**config.mk**
```make
export PLATFORM = sky130hd
export DESIGN_NAME = wsen_wake_ctrl
export DESIGN_NICKNAME = d
export VERILOG_FILES = /design/src/wsen_pkg.sv /design/src/wsen_channel.sv /design/src/wsen_wake_ctrl.sv
export VERILOG_INCLUDE_DIRS = /design/src
export SDC_FILE = /design/constraint.sdc
export NUM_CORES = 1
export LEC_CHECK = 0
export BUFFER_PORTS_ARGS = -buffer_cell sky130_fd_sc_hd__buf_2
export CORE_MARGIN = 8
export CORE_UTILIZATION = 56
export CTS_BUF_LIST = sky130_fd_sc_hd__clkbuf_2
export CTS_CLUSTER_DIAMETER = 80
export CTS_CLUSTER_SIZE = 16
export DETAILED_ROUTE_END_ITERATION = 6
export GPL_TIMING_DRIVEN = 0
export PLACE_DENSITY = 0.82
export SETUP_SLACK_MARGIN = 0.02
export SYNTH_ARGS = -nofsm -noshare
export SYNTH_HDL_FRONTEND = slang
export SYNTH_SLANG_ARGS = --single-unit
```
**constraint.sdc**
```tcl
create_clock -name clk_sys -period 2.8 [get_ports clk_sys]
set_input_delay 0.28 -clock clk_sys [delete_from_list [all_inputs] [get_ports clk_sys]]
set_output_delay 0.28 -clock clk_sys [all_outputs]
set_load 0.05 [all_outputs]
```
**src/wsen_defines.svh**
```systemverilog
// Overview of operation
// - A sense flag becomes 1 when the selected trigger occurs on an enabled channel; otherwise reads 0.
// - Software writes can never set a sense flag; only triggers can.
// - Writing 1 to a sense bit clears it; writing 0 leaves it.
// - Enabled channel trigger raises a wake-up request to power management.
// - Disabled channel trigger raises no request and is dropped, not held.
// - Second group disabled channel passes its input straight to the interrupt controller.
// - Second group enabled channel output comes through edge select and sense flag.
// - Sense flags of groups two, three, four sit at offsets 05h, 06h, 07h.
// - Four eight-bit enable registers at 08h to 0Bh, all reset to 0.
// - Edge bit 0 picks rising edge, 1 falling.
// - Any disabled channel presents its input directly to the interrupt controller.
`ifndef WSEN_DEFINES_SVH
`define WSEN_DEFINES_SVH

// Register indices; byte address is four times the index
`define WSEN_IDX_SENSE1 10'h004
`define WSEN_IDX_SENSE2 10'h005
`define WSEN_IDX_SENSE3 10'h006
`define WSEN_IDX_SENSE4 10'h007
`define WSEN_IDX_EN1 10'h008
`define WSEN_IDX_EN2 10'h009
`define WSEN_IDX_EN3 10'h00A
`define WSEN_IDX_EN4 10'h00B
`define WSEN_IDX_STATUS 10'h00C
`define WSEN_IDX_MASK 10'h00D

// Reset values
`define WSEN_EN_RST 32'h0000_0000
`define WSEN_MASK_RST 4'h0
`define WSEN_STATUS_RST 4'h0
`define WSEN_FLAG_RST 1'b0

// Field layout
`define WSEN_GROUP_W 8
`define WSEN_GROUPS 4
`define WSEN_CHANNELS 32

`endif

```
**src/wsen_pkg.sv**
```systemverilog
package wsen_pkg;

	typedef enum logic [3:0] {
		WSEN_SEL_NONE = 4'b0000,
		WSEN_SEL_SENSE1 = 4'b0001,
		WSEN_SEL_SENSE2 = 4'b0010,
		WSEN_SEL_SENSE3 = 4'b0011,
		WSEN_SEL_SENSE4 = 4'b0100,
		WSEN_SEL_EN1 = 4'b0101,
		WSEN_SEL_EN2 = 4'b0110,
		WSEN_SEL_EN3 = 4'b0111,
		WSEN_SEL_EN4 = 4'b1000,
		WSEN_SEL_STATUS = 4'b1001,
		WSEN_SEL_MASK = 4'b1010
	} wsen_sel_t;

endpackage

```
**src/wsen_channel.sv**
```systemverilog
`timescale 1ns/10ps
`include "wsen_defines.svh"

module wsen_channel (
	input wire logic clk_sys,
	input wire logic sys_rst,
	input wire logic wake_in,
	input wire logic enable,
	input wire logic falling_sel,
	input wire logic clear_hit,
	output logic flag,
	output logic chan_out,
	output logic set_pulse
);

	logic sync1_r, sync1_nxt;
	logic sync2_r, sync2_nxt;
	logic prev_r, prev_nxt;
	logic flag_r, flag_nxt;
	logic out_r, out_nxt;
	logic trig;

	always_comb begin
		sync1_nxt = wake_in;
		sync2_nxt = sync1_r;
		prev_nxt = sync2_r;
		// Edge from the two settled samples only
		trig = falling_sel ? (prev_r & ~sync2_r) : (~prev_r & sync2_r);
		// Disabled channel drops the event rather than latching it
		set_pulse = enable & trig;
		// Set wins over a same-cycle write-one clear
		flag_nxt = set_pulse | (flag_r & ~clear_hit);
		// Disabled: raw level bypasses the pending logic
		out_nxt = enable ? flag_nxt : sync2_r;
	end

	always_ff @(posedge clk_sys) begin
		if (sys_rst) begin
			sync1_r <= 1'b0;
			sync2_r <= 1'b0;
			prev_r <= 1'b0;
			flag_r <= `WSEN_FLAG_RST;
			out_r <= 1'b0;
		end else begin
			sync1_r <= sync1_nxt;
			sync2_r <= sync2_nxt;
			prev_r <= prev_nxt;
			flag_r <= flag_nxt;
			out_r <= out_nxt;
		end
	end

	assign flag = flag_r;
	assign chan_out = out_r;

endmodule

```
**src/wsen_wake_ctrl.sv**
```systemverilog
// The APB interface to the registers is this design's own decision.
`timescale 1ns/10ps
`include "wsen_defines.svh"

module wsen_wake_ctrl (
	input wire logic clk_sys,
	input wire logic sys_rst,
	input wire logic psel,
	input wire logic penable,
	input wire logic pwrite,
	input wire logic [11:0] paddr,
	input wire logic [31:0] pwdata,
	input wire logic [3:0] pstrb,
	output logic [31:0] prdata,
	output logic pready,
	output logic pslverr,
	input wire logic [7:0] wake_inputs_first_group,
	input wire logic [7:0] wake_inputs_second_group,
	input wire logic [7:0] wake_inputs_third_group,
	input wire logic [7:0] wake_inputs_fourth_group,
	input wire logic [7:0] edge_select_first_group,
	input wire logic [7:0] edge_select_second_group,
	input wire logic [7:0] edge_select_third_group,
	input wire logic [7:0] edge_select_fourth_group,
	output logic [7:0] wake_outputs_first_group,
	output logic [7:0] wake_outputs_second_group,
	output logic [7:0] wake_outputs_third_group,
	output logic [7:0] wake_outputs_fourth_group,
	output logic wake_request,
	output logic irq
);

	// Flat per-channel views, group one in the low byte
	logic [31:0] wake_in_all;
	logic [31:0] edge_all;
	logic [31:0] flags;
	logic [31:0] chan_out;
	logic [31:0] set_pulse;
	logic [31:0] clear_vec;

	// Software state
	logic [31:0] en_r, en_nxt;
	logic [3:0] mask_r, mask_nxt;
	logic [3:0] status_r, status_nxt;
	logic [31:0] prdata_r, prdata_nxt;
	logic err_r, err_nxt;
	logic wake_r, wake_nxt;

	// Bus decode
	wsen_pkg::wsen_sel_t sel;
	logic [9:0] idx;
	logic setup_ph;
	logic access_ph;
	logic wr_en;
	logic rd_status;
	logic [31:0] rd_mux;
	logic [3:0] group_evt;

	assign wake_in_all = {wake_inputs_fourth_group, wake_inputs_third_group,
		wake_inputs_second_group, wake_inputs_first_group};
	assign edge_all = {edge_select_fourth_group, edge_select_third_group,
		edge_select_second_group, edge_select_first_group};

	genvar gi;
	generate
		for (gi = 0; gi < `WSEN_CHANNELS; gi = gi + 1) begin : g_chan
			wsen_channel u_chan (
				.clk_sys(clk_sys),
				.sys_rst(sys_rst),
				.wake_in(wake_in_all[gi]),
				.enable(en_r[gi]),
				.falling_sel(edge_all[gi]),
				.clear_hit(clear_vec[gi]),
				.flag(flags[gi]),
				.chan_out(chan_out[gi]),
				.set_pulse(set_pulse[gi])
			);
		end
	endgenerate

	assign wake_outputs_first_group = chan_out[7:0];
	assign wake_outputs_second_group = chan_out[15:8];
	assign wake_outputs_third_group = chan_out[23:16];
	assign wake_outputs_fourth_group = chan_out[31:24];

	// Address decode; only word-aligned addresses are mapped
	assign idx = paddr[11:2];
	always_comb begin
		if (paddr[1:0] != 2'b00) begin
			sel = wsen_pkg::WSEN_SEL_NONE;
		end else if (idx == `WSEN_IDX_SENSE1) begin
			sel = wsen_pkg::WSEN_SEL_SENSE1;
		end else if (idx == `WSEN_IDX_SENSE2) begin
			sel = wsen_pkg::WSEN_SEL_SENSE2;
		end else if (idx == `WSEN_IDX_SENSE3) begin
			sel = wsen_pkg::WSEN_SEL_SENSE3;
		end else if (idx == `WSEN_IDX_SENSE4) begin
			sel = wsen_pkg::WSEN_SEL_SENSE4;
		end else if (idx == `WSEN_IDX_EN1) begin
			sel = wsen_pkg::WSEN_SEL_EN1;
		end else if (idx == `WSEN_IDX_EN2) begin
			sel = wsen_pkg::WSEN_SEL_EN2;
		end else if (idx == `WSEN_IDX_EN3) begin
			sel = wsen_pkg::WSEN_SEL_EN3;
		end else if (idx == `WSEN_IDX_EN4) begin
			sel = wsen_pkg::WSEN_SEL_EN4;
		end else if (idx == `WSEN_IDX_STATUS) begin
			sel = wsen_pkg::WSEN_SEL_STATUS;
		end else if (idx == `WSEN_IDX_MASK) begin
			sel = wsen_pkg::WSEN_SEL_MASK;
		end else begin
			sel = wsen_pkg::WSEN_SEL_NONE;
		end
	end

	// Zero-wait access: read data is captured in setup so it leaves a flop
	assign setup_ph = psel & ~penable;
	assign access_ph = psel & penable;
	assign pready = 1'b1;
	assign wr_en = access_ph & pwrite & pstrb[0] & (sel != wsen_pkg::WSEN_SEL_NONE);
	assign rd_status = access_ph & ~pwrite & (sel == wsen_pkg::WSEN_SEL_STATUS);

	always_comb begin
		rd_mux = 32'h0000_0000;
		case (sel)
			wsen_pkg::WSEN_SEL_SENSE1: rd_mux[7:0] = flags[7:0];
			wsen_pkg::WSEN_SEL_SENSE2: rd_mux[7:0] = flags[15:8];
			wsen_pkg::WSEN_SEL_SENSE3: rd_mux[7:0] = flags[23:16];
			wsen_pkg::WSEN_SEL_SENSE4: rd_mux[7:0] = flags[31:24];
			wsen_pkg::WSEN_SEL_EN1: rd_mux[7:0] = en_r[7:0];
			wsen_pkg::WSEN_SEL_EN2: rd_mux[7:0] = en_r[15:8];
			wsen_pkg::WSEN_SEL_EN3: rd_mux[7:0] = en_r[23:16];
			wsen_pkg::WSEN_SEL_EN4: rd_mux[7:0] = en_r[31:24];
			wsen_pkg::WSEN_SEL_STATUS: rd_mux[3:0] = status_r;
			wsen_pkg::WSEN_SEL_MASK: rd_mux[3:0] = mask_r;
			default: rd_mux = 32'h0000_0000;
		endcase
	end

	// Sense writes only ever clear; no path sets a flag from the bus
	always_comb begin
		clear_vec = 32'h0000_0000;
		if (wr_en) begin
			case (sel)
				wsen_pkg::WSEN_SEL_SENSE1: clear_vec[7:0] = pwdata[7:0];
				wsen_pkg::WSEN_SEL_SENSE2: clear_vec[15:8] = pwdata[7:0];
				wsen_pkg::WSEN_SEL_SENSE3: clear_vec[23:16] = pwdata[7:0];
				wsen_pkg::WSEN_SEL_SENSE4: clear_vec[31:24] = pwdata[7:0];
				default: clear_vec = 32'h0000_0000;
			endcase
		end
	end

	always_comb begin
		en_nxt = en_r;
		mask_nxt = mask_r;
		if (wr_en) begin
			case (sel)
				wsen_pkg::WSEN_SEL_EN1: en_nxt[7:0] = pwdata[7:0];
				wsen_pkg::WSEN_SEL_EN2: en_nxt[15:8] = pwdata[7:0];
				wsen_pkg::WSEN_SEL_EN3: en_nxt[23:16] = pwdata[7:0];
				wsen_pkg::WSEN_SEL_EN4: en_nxt[31:24] = pwdata[7:0];
				wsen_pkg::WSEN_SEL_MASK: mask_nxt = pwdata[3:0];
				default: en_nxt = en_r;
			endcase
		end
	end

	// One sticky event per group; a new event beats the read that clears
	always_comb begin
		for (int g = 0; g < `WSEN_GROUPS; g++) begin
			group_evt[g] = |set_pulse[g*`WSEN_GROUP_W +: `WSEN_GROUP_W];
		end
		status_nxt = (rd_status ? 4'h0 : status_r) | group_evt;
	end

	always_comb begin
		prdata_nxt = setup_ph ? rd_mux : prdata_r;
		err_nxt = setup_ph ? (sel == wsen_pkg::WSEN_SEL_NONE) : err_r;
		// Flags of disabled channels are kept but do not wake
		wake_nxt = |(flags & en_r);
	end

	always_ff @(posedge clk_sys) begin
		if (sys_rst) begin
			en_r <= `WSEN_EN_RST;
			mask_r <= `WSEN_MASK_RST;
			status_r <= `WSEN_STATUS_RST;
			prdata_r <= 32'h0000_0000;
			err_r <= 1'b0;
			wake_r <= 1'b0;
		end else begin
			en_r <= en_nxt;
			mask_r <= mask_nxt;
			status_r <= status_nxt;
			prdata_r <= prdata_nxt;
			err_r <= err_nxt;
			wake_r <= wake_nxt;
		end
	end

	assign prdata = prdata_r;
	assign pslverr = access_ph & err_r;
	assign wake_request = wake_r;
	assign irq = |(status_r & mask_r);

endmodule

```
==> flow_summary_export.csv <==
group,metric,value,unit
global_route,grt_max_degree,17,
final_layout,final_common_cell,"dfxtp_1",
global_route,grt_use_total,26.6,%
timing,rsz0062_at_grt,"false",
timing,fin_crit,2070,ps
detailed_routing,num_vias,7469,
detailed_routing,postRouteAntennaNets,0,
global_route,grt_first_pass_wirelength,40900,um
final_layout,areaGrowthSynthToFinish,20.2,%
floorplanning,die_h,141,um
worst_setup_path,cp_top_family,"flip-flops",
final_layout,nets,1228,
worst_setup_path,endpoint_kind,"primary output",
timing,slew_headroom,41.8,%
placement,place_ws,519,ps
floorplanning,io_pins,185,
power,combinationalPowerShare,12.1,%
final_layout,final_cell_mix,"210 x dfxtp_1, 133 x buf_2, 99 x nor2b_1",
power,switchingPower,1.30,mW
yosys,seq_area_frac_synth,48.4,%
power,power_frac_seq,64.8,%
yosys,synth-adder-area-share,0,%
detailed_routing,drt_iter0_markers,722,
final_layout,n_fill_cell,1165,
placement,routabilityCongestion,0.981,
placement,place_hpwl,19700,um
timing,clock-skew-final,54.5,ps
power,power,4.78,mW
floorplanning,num_rows,45,
detailed_routing,drc_errors,0,
power,swShare,27.1,%
floorplanning,start_util,57.2,%
placement,placed_area,9660,um^2
yosys,ys_async_sr_fraction,0,%
worst_setup_path,critPathArrivalTime,1790,ps
worst_setup_path,worst_ep_required_time,2520,ps
cts,clk_path_buf_depth,3,
power,p_per_area,458,nW/um^2
timing,finalSetupViolCount,0,
cts,worstSkewPairLatency,770,ps
final_layout,drive_above_1_share,21.3,%
timing,max_freq,483,MHz
hold_path,hold_class,"input pin to flop",
global_route,overflow,0,
timing,worst_pin_slew,871,ps
yosys,synth_compound_area_share,13.4,%
worst_setup_path,path_cells,"a22oi_1, nand2_1, buf_2",
global_route,antenna_found_initial,3,
final_layout,final_util,68.7,%
yosys,yosys.area_share.simple,23.3,%
detailed_routing,first_pass_iters,6,
yosys,syn_area_per_cell,9.97,um^2
timing,drv_slew,0,
yosys,synth_area,8690,um^2
outcome,status,"finished, final reports clean",
yosys,synth_top_family_by_area,"simple AND/OR/NAND/NOR gates",
yosys,synth-xor-area-share,0.101,%
worst_setup_path,start_kind,"flop",
global_route,grt_pass1_vias,7204,
yosys,ys_seq_elements,210,
run,max_cap_viol_count,0,
floorplanning,core_area,15200,um^2
yosys,ys.flop_type,"dfxtp_1",
floorplanning,die_width,141,um
power,leakage,4.40,nW
yosys,yosys-mux-area-fraction,7.79,%
placement,place_inst,1212,
worst_setup_path,cp_slowest_cell,"dfxtp_1",
floorplanning,dieArea,19800,um^2
timing,worst_hold_slack,37.9,ps
yosys,syn_inst,872,
worst_setup_path,cp_slowest_stage_delay,560,ps
final_layout,final_area,10400,um^2
yosys,ys_warn_count,0,
cts,cts_setup_buffers,0,
cts,cts_buffers,17,
worst_setup_path,criticalPathCategory,"flop to primary output",
timing,fin_tns_setup,0,ps
cts,cts.htree.levels,1,
cts,cts_tree,"built",
power,p_int,3.49,mW
timing,fin_crit_sh,73.9,%
detailed_routing,via_per_inst,5.74,
yosys,synth-edff-count,0,
cts,cts_sinks,210,
timing,finalHoldViolCount,0,
power,power_frac_clock,23.1,%
detailed_routing,drt-total-wl,27400,um
timing,fin_ws,731,ps
cts,ctsRootBufferMaster,"clkbuf_2",
power,ir_drop,0.363,mV
placement,portBuffers,129,
final_layout,stdcell_count,1301,
yosys,synthDistinctLibCells,56,
cts,clkSlewWorstSetupHoldPaths,290,ps
worst_setup_path,cp_max_fo,3,
detailed_routing,wl_per_cell,21.0,um
worst_setup_path,critPathBufInv,1,
synthesized netlist by cell type (2+ instances only):
master	number	share of area, %
nand3b_1	5	0.43
nand2_2	3	0.22
mux2i_1	44	5.1
nor2b_1	99	7.1
o32ai_1	2	0.20
dfxtp_1	210	48
conb_1	2	0.086
buf_4	61	5.3
mux4_2	9	2.3
buf_2	4	0.23
nor4_4	2	0.49
nand3_1	2	0.12
o2bb2ai_1	2	0.20
o21ai_0	68	3.9
a221oi_1	7	0.71
nor4_1	3	0.22
nor4b_2	2	0.35
and2_1	4	0.29
a211oi_1	2	0.17
a311oi_1	32	3.2
nor2_1	38	1.6
inv_1	3	0.13
and3b_1	33	3.3
nand2_1	65	2.8
nand4_1	10	0.72
and4_1	11	1.1
clkbuf_1	25	1.1
a32o_1	2	0.23
a22oi_1	22	1.9
a31oi_1	4	0.29
nor3_1	2	0.12
mux2_2	3	0.39
a21oi_1	33	1.9
and3_1	3	0.22
nor3b_1	34	2.9
power groups by stage:
| stage | clock (mW) | combinational (mW) | sequential [mW] |
|---|---|---|---|
| after floorplan | 0 | 0.339 | 3.14 |
| after global placement | 0 | 0.488 | 3.15 |
| after detailed placement | 0 | 0.493 | 3.15 |
| after CTS | 1.12 | 0.567 | 3.10 |
| after global routing | 1.22 | 0.615 | 3.11 |
| final | 1.10 | 0.580 | 3.10 |
registers in the layout, indices dropped and copies added, names as in the netlist, 4 cells and up:
register,count
g_chan.u_chan.sync1_r,32
g_chan.u_chan.flag,32
g_chan.u_chan.prev_r,32
status_r,4
prdata,8
g_chan.u_chan.prev_nxt,32
mask_r,4
en_r,32
g_chan.u_chan.chan_out,32
kinds of logic (layout without fill, tap and decap cells):
family	count (synthesis)	in the layout
simple gates	326	326
mux	56	56
xor+xnor	1	1
flops	210	210
other cells	2	27
buf+inv	96	312
compound gates	181	181
worst paths after layout:
kind	startpoint	end	slack, ps	cells after the start
max	status_r[1]$_SDFF_PP0_	irq	730	3
min	edge_select_first_group[7]	g_chan[7].u_chan.flag$_SDFF_PP0_	40	4
max reg2reg	en_r[11]$_SDFFE_PP0P_	prdata[3]$_SDFFE_PP0P_	1200	4
min reg2reg	g_chan[3].u_chan.sync1_r$_SDFF_PP0_	g_chan[3].u_chan.prev_nxt$_SDFF_PP0_	440	1
per-layer routing:
layer	GRT usage, %	part of all wire [%]	vias to the layer above
met1	32.8	40	3536
li1	-	-	3541
met2	45.9	48	328
met3	4.96	7.8	62
met4	9.22	3.3	2
met5	0	0.066	-
repair_timing:
action | 4_1_cts | 5_1_grt
endpoints found under the hold margin | 110 | 0
hold buffers | 68 | 0
resized for setup | 0 | 0
cell type report:
class                   instances  area (um^2)  area share, %
clock inverters                 2         20.0          0.192
multi-input cells             589         3970           38.0
well taps                     188          235           2.25
diodes                          2         5.00         0.0479
inverters                       4         15.0          0.144
flip-flops and latches        210         4200           40.2
plain buffers                  92          587           5.62
repair buffers                197         1330           12.7
clock buffers                  17         85.1          0.814
tightest hold or removal path, stage by stage:
cell and delay, ps:
buf_2 80, nor3b_1 40, o21ai_0 330, a21oi_1 90
Power figures use the tool's default switching activity.
